`config.mk`:
```
export PLATFORM = sky130hd
export DESIGN_NAME = fac_top
export DESIGN_NICKNAME = d
export VERILOG_FILES = /design/src/shared/fac_pkg.sv /design/src/hw/fac_top.sv
export SDC_FILE = /design/constraint.sdc
export NUM_CORES = 2
export LEC_CHECK = 0
export BUFFER_PORTS_ARGS = -buffer_cell sky130_fd_sc_hd__buf_2
export CAP_MARGIN = 20
export CORE_MARGIN = 8
export CORE_UTILIZATION = 32
export CTS_CLUSTER_DIAMETER = 200
export DETAILED_ROUTE_END_ITERATION = 10
export HOLD_SLACK_MARGIN = 0.03
export SLEW_MARGIN = 20
export SYNTH_ARGS = -nofsm -noshare
export SYNTH_HDL_FRONTEND = slang
export SYNTH_SLANG_ARGS = --single-unit
```
`constraint.sdc`:
```
create_clock -name CLK_SYS_I -period 10.02 [get_ports CLK_SYS_I]
set_input_delay 0.501 -clock CLK_SYS_I [delete_from_list [all_inputs] [get_ports CLK_SYS_I]]
set_output_delay 0.501 -clock CLK_SYS_I [all_outputs]
set_load 0.01 [all_outputs]
```
`src/shared/fac_pkg.sv`:
```
package fac_pkg;
  localparam logic [7:0] ADDR_CTRL = 8'h00;
  localparam logic [7:0] ADDR_GAIN = 8'h04;
  localparam logic [7:0] ADDR_THRESH = 8'h08;
  localparam logic [7:0] ADDR_RECLEN = 8'h0c;
  localparam logic [7:0] ADDR_GROW = 8'h10;
  localparam logic [7:0] ADDR_HOLDOFF = 8'h14;
  localparam logic [7:0] ADDR_CMD = 8'h18;
  localparam logic [7:0] ADDR_STATUS = 8'h1c;
  localparam logic [7:0] ADDR_SATCNT = 8'h20;
  localparam logic [7:0] ADDR_INTERVAL = 8'h24;
  localparam logic [7:0] ADDR_ERRCNT = 8'h28;
  localparam logic [7:0] ADDR_COEF0 = 8'h40;
  localparam logic [7:0] ADDR_COEF1 = 8'h80;
  localparam int COEF_TAPS = 16;
  localparam int CTRL_FB_ON = 0;
  localparam int CTRL_SET_SEL = 1;
  localparam int CTRL_SWITCH_EN = 2;
  localparam int CTRL_EXT_TRIG = 3;
  localparam int CTRL_REARM = 4;
  localparam int CTRL_MEM_SRAM = 5;
  localparam int CMD_TRIGGER = 0;
  localparam int CMD_ARM = 1;
  localparam int CMD_POLL = 2;
  localparam int CMD_RESET_CNT = 3;
  localparam int CMD_READOUT_DONE = 4;
  localparam int HOLDOFF_GROUP = 4;
  localparam logic [23:0] MAX_LEN_BRAM = 24'h020000;
  localparam logic [23:0] MAX_LEN_SRAM = 24'h800000;
  localparam logic [31:0] CTRL_RESET = 32'h00000000;
  localparam logic [4:0] GAIN_RESET = 5'h00;
  localparam logic [7:0] DECIM_RESET = 8'h01;
  typedef enum logic [1:0] {
    FAC_IDLE = 2'b00,
    FAC_ARMED = 2'b01,
    FAC_HOLD = 2'b10,
    FAC_REC = 2'b11
  } fac_state_t;
endpackage : fac_pkg

```
`src/hw/fac_top.sv`:
```
// Function
// RULE_01: Filter output reaches DAC only while feedback is on.
// RULE_02: Selected coefficient set drives the filter.
// RULE_03: Each gain step doubles output via one arithmetic shift.
// RULE_04: Record decimation is independent of processing decimation.
// RULE_05: Saturation cycles accumulate in an integrating counter.
// RULE_06: Flag set when saturated fraction exceeds threshold percent.
// RULE_07: Poll latches comparison result then clears saturation counter.
// RULE_08: Zero threshold flags any single saturation event.
// RULE_09: Record length capped at 131072 block RAM, 8388608 SRAM.
// RULE_10: Coefficient set switching only when switch enable set.
// RULE_11: Selection inverted for grow length samples during capture.
// RULE_12: Selection inverted for hold-off groups of 4 before recording.
// RULE_13: Trigger source selectable internal or external input.
// RULE_14: Software command issues internal trigger.
// RULE_15: External trigger accepted only while armed, once per arm.
// RULE_16: Rearm_a re-arms after each completed readout.
// RULE_17: Memory select routes samples to block RAM or SRAM.
// RULE_18: Clock missing status flag.
// RULE_19: Separate unlocked flags for both clock managers.
// RULE_20: Fiducial error flag on missing or jittering fiducial.
// RULE_21: Reset command clears error and interval counters.
// RULE_22: Two coefficient sets, loadable and readable back.
// RULE_23: Samples written sequentially to record length, then done.
module fac_top
  import fac_pkg::*;
(
  input wire logic CLK_SYS_I,
  input wire logic RESET_I,
  input wire logic [7:0] HADDR_I,
  input wire logic [1:0] HTRANS_I,
  input wire logic HWRITE_I,
  input wire logic [2:0] HSIZE_I,
  input wire logic HSEL_I,
  input wire logic HREADY_I,
  input wire logic [31:0] HWDATA_I,
  output logic [31:0] HRDATA_O,
  output logic HREADYOUT_O,
  output logic HRESP_O,
  input wire logic [15:0] FILTER_DATA_I,
  input wire logic FILTER_VALID_I,
  input wire logic FILTER_SAT_I,
  input wire logic EXTERNAL_TRIGGER_INPUT_I,
  input wire logic RF_CLK_MISSING_I,
  input wire logic PROCESSING_CLOCK_MANAGER_UNLOCKED_I,
  input wire logic ACQUISITION_CLOCK_MANAGER_UNLOCKED_I,
  input wire logic FIDUCIAL_ERROR_I,
  output logic [15:0] DAC_DATA_O,
  output logic PROC_DECIM_STROBE_O,
  output logic ACTIVE_SET_O,
  output logic [15:0] MEM_WDATA_O,
  output logic [22:0] MEM_ADDR_O,
  output logic BRAM_WE_O,
  output logic SRAM_WE_O,
  output logic CAPTURE_DONE_O
);
  logic [31:0] ctrl_reg;
  logic [4:0] gain_reg;
  logic [7:0] proc_decim_reg;
  logic [7:0] record_decimation_reg;
  logic [6:0] saturation_threshold_reg;
  logic [23:0] reclen_reg;
  logic [23:0] grow_reg;
  logic [23:0] holdoff_reg;
  logic [15:0] coef_mem [0:2*COEF_TAPS-1];
  logic [31:0] sat_cnt_reg;
  logic [31:0] tot_cnt_reg;
  logic sat_flag_reg;
  logic [31:0] interval_reg;
  logic [15:0] err_cnt_reg;
  logic [1:0] ext_sync_reg;
  logic ext_prev_reg;
  logic [4:0] st_sync1_reg;
  logic [4:0] st_sync2_reg;
  logic [7:0] pdec_cnt_reg;
  logic [7:0] rdec_cnt_reg;
  logic [25:0] hold_cnt_reg;
  logic [23:0] samp_cnt_reg;
  logic armed_reg;
  logic done_reg;
  fac_state_t state_reg;
  logic ap_valid_reg;
  logic ap_write_reg;
  logic [7:0] ap_addr_reg;
  logic [31:0] cmd;
  logic ext_edge;
  logic trig;
  logic rec_tick;
  logic [23:0] len_cap;
  logic [23:0] eff_len;
  logic invert;
  logic [38:0] sat_scaled;
  logic [38:0] tot_scaled;

  // Bus slave: zero wait states, always OKAY
  always_ff @(posedge CLK_SYS_I) begin
    if (RESET_I) begin
      ap_valid_reg <= 1'b0;
      ap_write_reg <= 1'b0;
      ap_addr_reg <= 8'h00;
    end else if (HREADY_I) begin
      ap_valid_reg <= HSEL_I && HTRANS_I[1];
      ap_write_reg <= HWRITE_I;
      ap_addr_reg <= HADDR_I;
    end
  end

  always_ff @(posedge CLK_SYS_I) begin
    if (RESET_I) begin
      HREADYOUT_O <= 1'b1;
      HRESP_O <= 1'b0;
    end else begin
      HREADYOUT_O <= 1'b1;
      HRESP_O <= 1'b0;
    end
  end

  assign cmd = (ap_valid_reg && ap_write_reg && ap_addr_reg == ADDR_CMD) ? HWDATA_I : 32'h00000000;

  always_ff @(posedge CLK_SYS_I) begin
    if (RESET_I) begin
      ctrl_reg <= CTRL_RESET;
      gain_reg <= GAIN_RESET;
      proc_decim_reg <= DECIM_RESET;
      record_decimation_reg <= DECIM_RESET;
      saturation_threshold_reg <= 7'h00;
      reclen_reg <= 24'h000400;
      grow_reg <= 24'h000000;
      holdoff_reg <= 24'h000000;
    end else if (ap_valid_reg && ap_write_reg) begin
      unique case (ap_addr_reg)
        ADDR_CTRL: ctrl_reg <= HWDATA_I;
        ADDR_GAIN: begin
          gain_reg <= HWDATA_I[4:0];
          proc_decim_reg <= HWDATA_I[15:8];
          record_decimation_reg <= HWDATA_I[23:16];
        end
        ADDR_THRESH: saturation_threshold_reg <= HWDATA_I[6:0];
        ADDR_RECLEN: reclen_reg <= HWDATA_I[23:0];
        ADDR_GROW: grow_reg <= HWDATA_I[23:0];
        ADDR_HOLDOFF: holdoff_reg <= HWDATA_I[23:0];
        default: ;
      endcase
    end
  end

  // Coefficient store, two sets side by side
  // No reset: taps are undefined until the host loads them
  always_ff @(posedge CLK_SYS_I) begin
    if (ap_valid_reg && ap_write_reg && ap_addr_reg[7:6] != 2'b00 && ap_addr_reg[7:6] != 2'b11) begin
      coef_mem[{ap_addr_reg[7], ap_addr_reg[5:2]}] <= HWDATA_I[15:0]; // RULE_22
    end
  end

  // Read data launched at the address phase, stands through the data phase
  always_ff @(posedge CLK_SYS_I) begin
    if (RESET_I) begin
      HRDATA_O <= 32'h00000000;
    end else if (HREADY_I && HSEL_I && HTRANS_I[1] && !HWRITE_I) begin
      if (HADDR_I[7:6] == 2'b01 || HADDR_I[7:6] == 2'b10) begin
        HRDATA_O <= {16'h0, coef_mem[{HADDR_I[7], HADDR_I[5:2]}]}; // RULE_22
      end else begin
        unique case (HADDR_I)
          ADDR_CTRL: HRDATA_O <= ctrl_reg;
          ADDR_GAIN: HRDATA_O <= {8'h0, record_decimation_reg, proc_decim_reg, 3'h0, gain_reg};
          ADDR_THRESH: HRDATA_O <= {25'h0, saturation_threshold_reg};
          ADDR_RECLEN: HRDATA_O <= {8'h0, reclen_reg};
          ADDR_GROW: HRDATA_O <= {8'h0, grow_reg};
          ADDR_HOLDOFF: HRDATA_O <= {8'h0, holdoff_reg};
          ADDR_STATUS: HRDATA_O <= {24'h0, done_reg, armed_reg, sat_flag_reg, st_sync2_reg};
          ADDR_SATCNT: HRDATA_O <= sat_cnt_reg;
          ADDR_INTERVAL: HRDATA_O <= interval_reg;
          ADDR_ERRCNT: HRDATA_O <= {16'h0, err_cnt_reg};
          default: HRDATA_O <= 32'h00000000;
        endcase
      end
    end
  end

  // Status pins come from other clock domains
  always_ff @(posedge CLK_SYS_I) begin
    if (RESET_I) begin
      st_sync1_reg <= 5'h00;
      st_sync2_reg <= 5'h00;
      ext_sync_reg <= 2'b00;
      ext_prev_reg <= 1'b0;
    end else begin
      st_sync1_reg <= {FIDUCIAL_ERROR_I, ACQUISITION_CLOCK_MANAGER_UNLOCKED_I,
                       PROCESSING_CLOCK_MANAGER_UNLOCKED_I, RF_CLK_MISSING_I, 1'b0}; // RULE_18 RULE_19 RULE_20
      st_sync2_reg <= st_sync1_reg;
      ext_sync_reg <= {ext_sync_reg[0], EXTERNAL_TRIGGER_INPUT_I};
      ext_prev_reg <= ext_sync_reg[1];
    end
  end

  // Integrating saturation counter vs threshold percent
  assign sat_scaled = {7'h0, sat_cnt_reg} * 39'd100;
  assign tot_scaled = {7'h0, tot_cnt_reg} * {32'h0, saturation_threshold_reg};
  always_ff @(posedge CLK_SYS_I) begin
    if (RESET_I) begin
      sat_cnt_reg <= 32'h00000000;
      tot_cnt_reg <= 32'h00000000;
      sat_flag_reg <= 1'b0;
    end else if (cmd[CMD_POLL]) begin
      sat_flag_reg <= (sat_cnt_reg != 32'h0) && (sat_scaled > tot_scaled); // RULE_06 RULE_08
      sat_cnt_reg <= {31'h0, FILTER_VALID_I && FILTER_SAT_I}; // RULE_07
      tot_cnt_reg <= {31'h0, FILTER_VALID_I};
    end else if (FILTER_VALID_I) begin
      tot_cnt_reg <= tot_cnt_reg + 32'h1;
      if (FILTER_SAT_I) begin
        sat_cnt_reg <= sat_cnt_reg + 32'h1; // RULE_05
      end
    end
  end

  // Interval and error counters
  always_ff @(posedge CLK_SYS_I) begin
    if (RESET_I) begin
      interval_reg <= 32'h00000000;
      err_cnt_reg <= 16'h0000;
    end else if (cmd[CMD_RESET_CNT]) begin
      interval_reg <= 32'h00000000; // RULE_21
      err_cnt_reg <= 16'h0000;
    end else if (cmd[CMD_POLL]) begin
      interval_reg <= interval_reg + 32'h1;
      if (sat_flag_reg || st_sync2_reg[4:1] != 4'h0) begin
        err_cnt_reg <= err_cnt_reg + 16'h1;
      end
    end
  end

  // Processing path: gate, shift, decimate
  always_ff @(posedge CLK_SYS_I) begin
    if (RESET_I) begin
      DAC_DATA_O <= 16'h0000;
      pdec_cnt_reg <= 8'h00;
      PROC_DECIM_STROBE_O <= 1'b0;
    end else begin
      PROC_DECIM_STROBE_O <= 1'b0;
      if (FILTER_VALID_I) begin
        DAC_DATA_O <= ctrl_reg[CTRL_FB_ON] ? (FILTER_DATA_I <<< gain_reg) : 16'h0000; // RULE_01 RULE_03
        if (pdec_cnt_reg + 8'h1 >= proc_decim_reg) begin
          pdec_cnt_reg <= 8'h00;
          PROC_DECIM_STROBE_O <= 1'b1;
        end else begin
          pdec_cnt_reg <= pdec_cnt_reg + 8'h1;
        end
      end
    end
  end

  // Separate record decimator
  assign rec_tick = FILTER_VALID_I && (rdec_cnt_reg + 8'h1 >= record_decimation_reg); // RULE_04
  always_ff @(posedge CLK_SYS_I) begin
    if (RESET_I || state_reg != FAC_REC) begin
      rdec_cnt_reg <= 8'h00;
    end else if (FILTER_VALID_I) begin
      rdec_cnt_reg <= rec_tick ? 8'h00 : rdec_cnt_reg + 8'h1;
    end
  end

  assign len_cap = ctrl_reg[CTRL_MEM_SRAM] ? MAX_LEN_SRAM : MAX_LEN_BRAM;
  assign eff_len = (reclen_reg > len_cap || reclen_reg == 24'h0) ? len_cap : reclen_reg; // RULE_09
  assign ext_edge = ext_sync_reg[1] && !ext_prev_reg;
  assign trig = ctrl_reg[CTRL_EXT_TRIG] ? (ext_edge && armed_reg) : cmd[CMD_TRIGGER]; // RULE_13 RULE_14 RULE_15

  always_ff @(posedge CLK_SYS_I) begin
    if (RESET_I) begin
      armed_reg <= 1'b0;
    end else if (cmd[CMD_ARM] || (cmd[CMD_READOUT_DONE] && ctrl_reg[CTRL_REARM])) begin
      armed_reg <= 1'b1; // RULE_16
    end else if (trig) begin
      armed_reg <= 1'b0; // RULE_15
    end
  end

  // Acquisition sequencer
  always_ff @(posedge CLK_SYS_I) begin
    if (RESET_I) begin
      state_reg <= FAC_IDLE;
      hold_cnt_reg <= 26'h0;
      samp_cnt_reg <= 24'h0;
      done_reg <= 1'b0;
    end else begin
      unique case (state_reg)
        FAC_IDLE, FAC_ARMED: begin
          state_reg <= armed_reg ? FAC_ARMED : FAC_IDLE;
          if (trig) begin
            done_reg <= 1'b0;
            hold_cnt_reg <= {holdoff_reg, 2'b00}; // RULE_12
            samp_cnt_reg <= 24'h0;
            state_reg <= (holdoff_reg == 24'h0) ? FAC_REC : FAC_HOLD;
          end
        end
        FAC_HOLD: begin
          if (FILTER_VALID_I) begin
            hold_cnt_reg <= hold_cnt_reg - 26'h1;
            if (hold_cnt_reg == 26'h1) begin
              state_reg <= FAC_REC;
            end
          end
        end
        FAC_REC: begin
          if (rec_tick) begin
            samp_cnt_reg <= samp_cnt_reg + 24'h1; // RULE_23
            if (samp_cnt_reg + 24'h1 >= eff_len) begin
              state_reg <= FAC_IDLE;
              done_reg <= 1'b1;
            end
          end
        end
      endcase
    end
  end

  // Inversion during hold-off and the first grow-length samples
  assign invert = ctrl_reg[CTRL_SWITCH_EN] &&
                  (state_reg == FAC_HOLD || (state_reg == FAC_REC && samp_cnt_reg < grow_reg)); // RULE_10 RULE_11 RULE_12

  always_ff @(posedge CLK_SYS_I) begin
    if (RESET_I) begin
      ACTIVE_SET_O <= 1'b0;
      MEM_WDATA_O <= 16'h0000;
      MEM_ADDR_O <= 23'h0;
      BRAM_WE_O <= 1'b0;
      SRAM_WE_O <= 1'b0;
      CAPTURE_DONE_O <= 1'b0;
    end else begin
      ACTIVE_SET_O <= ctrl_reg[CTRL_SET_SEL] ^ invert; // RULE_02
      BRAM_WE_O <= (state_reg == FAC_REC) && rec_tick && !ctrl_reg[CTRL_MEM_SRAM]; // RULE_17
      SRAM_WE_O <= (state_reg == FAC_REC) && rec_tick && ctrl_reg[CTRL_MEM_SRAM]; // RULE_17
      MEM_WDATA_O <= FILTER_DATA_I;
      MEM_ADDR_O <= samp_cnt_reg[22:0]; // RULE_23
      CAPTURE_DONE_O <= done_reg;
    end
  end

  a_ext_needs_arm: assert property (@(posedge CLK_SYS_I) disable iff (RESET_I) // RULE_15
    (state_reg == FAC_IDLE && ctrl_reg[CTRL_EXT_TRIG] && !armed_reg) |=> state_reg inside {FAC_IDLE, FAC_ARMED})
    else $error("capture started while disarmed");
  a_gate_off: assert property (@(posedge CLK_SYS_I) disable iff (RESET_I) // RULE_01
    !ctrl_reg[CTRL_FB_ON] && FILTER_VALID_I |=> DAC_DATA_O == 16'h0000)
    else $error("dac not blocked");
  a_gain_shift: assert property (@(posedge CLK_SYS_I) disable iff (RESET_I) // RULE_03
    ctrl_reg[CTRL_FB_ON] && FILTER_VALID_I |=> DAC_DATA_O == ($past(FILTER_DATA_I) <<< $past(gain_reg)))
    else $error("gain shift wrong");
  a_no_switch: assert property (@(posedge CLK_SYS_I) disable iff (RESET_I) // RULE_10
    !ctrl_reg[CTRL_SWITCH_EN] |=> ACTIVE_SET_O == $past(ctrl_reg[CTRL_SET_SEL]))
    else $error("set switched while disabled");
  a_len_cap: assert property (@(posedge CLK_SYS_I) disable iff (RESET_I) // RULE_09
    state_reg == FAC_REC |-> samp_cnt_reg < eff_len)
    else $error("record too long");
  a_poll_clear: assert property (@(posedge CLK_SYS_I) disable iff (RESET_I) // RULE_07
    cmd[CMD_POLL] |=> sat_cnt_reg <= 32'h1)
    else $error("sat counter not cleared");
  a_zero_thresh: assert property (@(posedge CLK_SYS_I) disable iff (RESET_I) // RULE_08
    cmd[CMD_POLL] && saturation_threshold_reg == 7'h0 && sat_cnt_reg != 32'h0 |=> sat_flag_reg)
    else $error("single event missed");
  a_cnt_reset: assert property (@(posedge CLK_SYS_I) disable iff (RESET_I) // RULE_21
    cmd[CMD_RESET_CNT] |=> interval_reg == 32'h0 && err_cnt_reg == 16'h0)
    else $error("counters not reset");
  a_rec_mem: assert property (@(posedge CLK_SYS_I) disable iff (RESET_I) // RULE_17
    !(BRAM_WE_O && SRAM_WE_O))
    else $error("both memories written");
  a_hold_invert: assert property (@(posedge CLK_SYS_I) disable iff (RESET_I) // RULE_12
    ctrl_reg[CTRL_SWITCH_EN] && state_reg == FAC_HOLD |=> ACTIVE_SET_O != $past(ctrl_reg[CTRL_SET_SEL]))
    else $error("set not inverted in hold-off");
  a_trig_disarm: assert property (@(posedge CLK_SYS_I) disable iff (RESET_I) // RULE_15
    trig && !cmd[CMD_ARM] && !cmd[CMD_READOUT_DONE] |=> !armed_reg)
    else $error("still armed after trigger");
  a_addr_range: assert property (@(posedge CLK_SYS_I) disable iff (RESET_I) // RULE_23
    BRAM_WE_O || SRAM_WE_O |-> {1'b0, MEM_ADDR_O} < eff_len)
    else $error("write beyond record length");
endmodule : fac_top

```
# After elaboration in Yosys (flattened, before gate mapping)
# Memory sizes are Yosys's and may differ from the RTL's.
# Index checks and enable logic that the tools add are counted.
dict set report classes {
  addsub 8
  n_mul 2
  order_cmp 6
  eq_ne 28
  n_shift 1
  muxes 36
  bitwise 2
  reduce_logical 58
}
# cell count
set ops {}
lappend ops {{$pmux W32 S10} 1}
lappend ops {{$add A32 B1 Y32 const B} 3}
lappend ops {{$mux W24} 4}
lappend ops {{$mux W26} 2}
lappend ops {{$pmux W26 S2} 1}
lappend ops {{$eq A8 B5 Y1 const B} 6}
lappend ops {{$logic_not A24 Y1} 2}
lappend ops {{$pmux W24 S2} 1}
lappend ops {{$gt A39 B39 Y1} 1}
lappend ops {{$mul A32 B7 Y39} 1}
lappend ops {{$mul A32 B5 Y37 const B} 1}
lappend ops {{$eq A8 B4 Y1 const B} 4}
lappend ops {{$mux W32} 1}
lappend ops {{$reduce_bool A32 Y1} 1}
lappend ops {{$eq A26 B1 Y1 const B} 1}
lappend ops {{$sub A26 B1 Y26 const B} 1}
lappend ops {{$add A24 B1 Y24 const B} 1}
lappend ops {{$eq A8 B6 Y1 const B} 3}
lappend ops {{$ge A24 B24 Y1} 1}
lappend ops {{$gt A24 B24 Y1} 1}
lappend ops {{$lt A24 B24 Y1} 1}
lappend ops {{$logic_and A1 B1 Y1} 19}
lappend ops {{$reduce_and A2 Y1} 9}
lappend ops {{$add A16 B1 Y16 const B} 1}
lappend ops {{other kinds (25)} 74}
dict set report word_totals {
  reg_bits 430
  ramBits 512
  word_cells 181
  memories 1
}
# memory depth width rd rd_ports_with_merged_regs write_ports line
set memory_table {}
lappend memory_table {coef_mem 32 16 1 0 1 fac_top.sv:65} ;# logic [15:0] coef_mem [0:2*COEF_TAPS-1];

# Depth between registers and ports, before layout
dict set report logic_depth {
  word_depth 8
  depth_mapped 28
}

# Worst setup path after synthesis
# Ideal clock, no wire load.
dict set report synth_path {
  path_kind {register to register}
  start {register saturation_threshold_reg[6]}
  end {register sat_flag_reg}
  setup_time_ns 0.123
  arrival_time_ns 6.004
  required_time_ns 9.897
  slack_ns 3.893
  path_stages_with_launch 28
  path_buffers 1
  path_cell_list {dfxtp_1 clkbuf_1 nand2_1 fa_1 fa_1 inv_1 fa_1 inv_1 fa_1 inv_1 ha_1 o21a_1 o31a_1 o21ai_1 o211ai_1 nand4_1 a21oi_1 nor4_1 xor2_1 ha_1 a21o_1 a21o_1 a21oi_1 o21ai_0 a221oi_1 o21ai_0 nor3_1 o21ai_0}
}
dict set report synth_via {
  elab_chain_cells 3
}
# item line
set synth_lines {}
lappend synth_lines {{start, declared} fac_top.sv:61} ;# logic [6:0] saturation_threshold_reg;
lappend synth_lines {{start signal, assigned} fac_top.sv:138} ;# ADDR_THRESH: saturation_threshold_reg <= HWDATA_I[6:0];
lappend synth_lines {{$mul A32 B7 Y39} fac_top.sv:198} ;# assign tot_scaled = {7'h0, tot_cnt_reg} * {32'h0, saturation_threshold_reg};
lappend synth_lines {{$gt A39 B39 Y1} fac_top.sv:205} ;# sat_flag_reg <= (sat_cnt_reg != 32'h0) && (sat_scaled > tot_scaled);
lappend synth_lines {{$logic_and A1 B1 Y1} fac_top.sv:205}
lappend synth_lines {{end signal, assigned} fac_top.sv:205}
lappend synth_lines {{end, declared} fac_top.sv:68} ;# logic sat_flag_reg;
# Every way passes these cells.
# A chain may end at the register's enable or synchronous reset.

# Worst setup path after layout
# Same ends and word-level chain as after synthesis.

==> results.yml <==
run_status:
  status: "finished clean"
grt:
  grt_busiest_layer: "met2"
  grt_antenna_before_repair: 14
  grt.met2_usage_pct: 26.7
  grt_max_degree: 88
  grt_use_met1_pct: 21.6
  grt_usage_pct: 16.3
  grt_use_met3_pct: 2.84
  grt_pass1_wl_um: 222000
  first_global_vias: 35900
  overflow: 0
sta:
  tns_ns: 0
  final_hold_viol_count: 0
  rsz0062_at_grt: "false"
  tightest_slew_ns: 1.08
  finalCritPeriodShare_pct: 72.0
  fin_worst_skew_ns: 0.0605
  worst_slack_ns: 2.81
  setup_viol: 0
  finalMaxSlewViolations: 0
  slew_headroom_pct: 26.7
  fin_crit_ns: 7.21
  max_freq_mhz: 139
cells_and_area:
  area_delta_synth_final_pct: 13.1
  largest_reg_flops: 512
  final_nets: 5335
  drive_above_1_share_pct: 12.5
clocking:
  cts_setup_buffers: 0
  numCtsBuffers: 96
  cts_sinks: 940
  htreeDepth: 3
  cts_tree: "yes"
  cts_max_path_buffers: 3
  cts.repair.resized: 0
  clock_latency_ns: 0.73
  cts_root_buf: "clkbuf_16"
  path_clk_slew_ns: 0.06
hold_path:
  hold_end: "ctrl_reg[31]"
  holdPathStages: 3
  hold_start: "HWDATA_I[31]"
  hold_class: "in2reg"
logic_synthesis:
  netlist_top_cells_count: "543 x nand2_1, 512 x edfxtp_1, 428 x dfxtp_1, 366 x inv_1, 319 x nor2_1"
  synth_edf_count: 512
  async_flop_share_pct: 0
  synth-main-ff-cell: "edfxtp_1"
  synth_top_area_cell: "edfxtp_1"
  yosysMostFrequentCell: "nand2_1"
  ys_seq_elements: 940
  ys.warnings.count: 0
  synth_top_area_share_pct: 29.8
  synthCells: 4682
  synth_fp_nets: 5216
  yosysUniqueCellTypes: 92
  synth.yosys.seq_area_share_pct: 46.5
  synth_area_um2: 51500
  syn_avg_cell_area_um2: 11.0
  synthTopCellsByArea: "edfxtp_1 30%, dfxtp_1 17%, mux4_2 7.1%, ha_1 6.9%, fa_1 6.8%"
floorplan:
  die_y_um: 417
  die_area_um2: 174000
  core-area_um2: 160000
  start_util_pct: 32.2
  io_pins: 167
  die_x_um: 417
  row_count: 147
routing:
  postRouteWirelength_um: 145000
  post_drt_via_cell_ratio: 5.15
  drtIter0Drc: 3252
  drc_errors: 0
  first_pass_iters: 6
  wl_per_cell_um: 20.6
  via_count: 36300
  ant_nets: 0
power_and_ir_drop:
  powerDensity_nw_per_um2: 140
  p_leak_nw: 22.5
  total_power_mw: 8.17
  peakVddDrop_uv: 149
placement:
  numPortBuffers: 160
  gp_congestion: 0.877
  dp_slack_ns: 2.83
  hpwl_um: 102000
critical_path:
  max_stage_delay_ns: 0.55
  worstPathRequired_ns: 10.59
  cp_max_fo: 32
  rr_startpoint: "saturation_threshold_reg[6]"
  worst_setup_path_start_kind: "register"
  worst-r2r-setup-slack_ns: 2.81
  worstPathArrival_ns: 7.79
  critPathKind: "reg2reg"
  crit_top_cell: "fa_1"
  crit-reg2reg-capture: "sat_flag_reg"
  crit_path_end_kind: "register"
  cpMaxStageDelayCell: "fa_1"
  rr_worst_depth: 26
run:
  max-cap-violations: 0
-- metal layers --
layer / up-vias / part of all wire (%)
li1: 16800 / -
met1: 18100 / 43
met2: 1084 / 47
met3: 256 / 6.3
met4: 4 / 4.1
met5: - / 0.016
-- where the power goes --
group          total, mW  switching [mW]  internal, mW
Combinational      0.341           0.221         0.120
Clock               3.75            1.60          2.15
Sequential          4.08          0.0116          4.07
Total               8.17            1.84          6.34
-- how the worst max path moves through the flow --
stage,start,end,slack [ns]
floorplan,saturation_threshold_reg[6],sat_flag_reg,3.89
global placement,saturation_threshold_reg[6],sat_flag_reg,2.83
detailed placement,saturation_threshold_reg[6],sat_flag_reg,2.83
CTS,saturation_threshold_reg[6],sat_flag_reg,2.84
global route,saturation_threshold_reg[6],sat_flag_reg,2.23
finish,saturation_threshold_reg[6],sat_flag_reg,2.81
-- logic make-up (layout without fill, tap and decap cells) --
logic type	after synthesis	count (layout)	share of synthesized area [%]
buffers and inverters	609	809	4.62
xor gates and xnor gates	195	195	3.31
AOI/OAI and AO/OA	760	760	9.69
adders and majority gates	461	461	13.8
muxes	212	212	8.11
and+or+nand+nor	1503	1503	14.0
other	2	7	0.0146
DFF	940	940	46.5
-- cell usage in the layout, fill, tap and decap left out, drive strengths merged, types with 16 or more instances in the layout --
master and n:
a211oi 34, a21o 67, a21oi 260, a221oi 19, a222oi 27, a22oi 84
a31oi 20, and2 183, and3 53, buf 235, clkbuf 120, clkinv 44
dfxtp 428, dlygate4sd3 25, edfxtp 512, fa 176, ha 285, inv 372
mux2i 36, mux4 163, nand2 545, nand2b 31, nand3 98, nand4 57
nor2 322, nor2b 68, nor3 54, nor4 23, o21a 16, o21ai 114
or3 17, xnor2 115, xor2 80
-- worst max-delay path: cells and delay by family (launching register included) --
kind                       cells  cell delay, ns
AOI/OAI and AO/OA              8            2.18
and+or+nand+nor                7            1.05
adders and majority gates      6            2.73
xor gates and xnor gates       1            0.19
DFF                            1            0.40
buffers and inverters          4            0.50
-- per-stage QoR --
stage	hold slack, ns	util [%]	area, µm²	cells
after detailed placement	0.425	34.1	54700	6838
after global placement	0.421	34.1	54700	6837
after global routing	0.0761	36.4	58300	7043
after CTS	0.0481	36.4	58200	7042
final	0.111	36.4	58300	7047
after floorplan	0.414	-	51500	4682
-- area by class of cell --
type,instances,area (µm²)
tap,2160,2700
clock buffer,120,2600
inverter,370,1390
clock inverter,59,718
timing repair buffer,260,1640
antenna,5,12.5
multi-input combinational,3133,25300
sequential,940,23900
fill,15700,102000
-- repair_timing --
action | in CTS | in global routing
hold endpoints to repair | 25 | 0
hold buffers | 25 | 0
setup endpoints to repair | 0 | 0
Note: power is estimated with default switching activity, not from simulation.
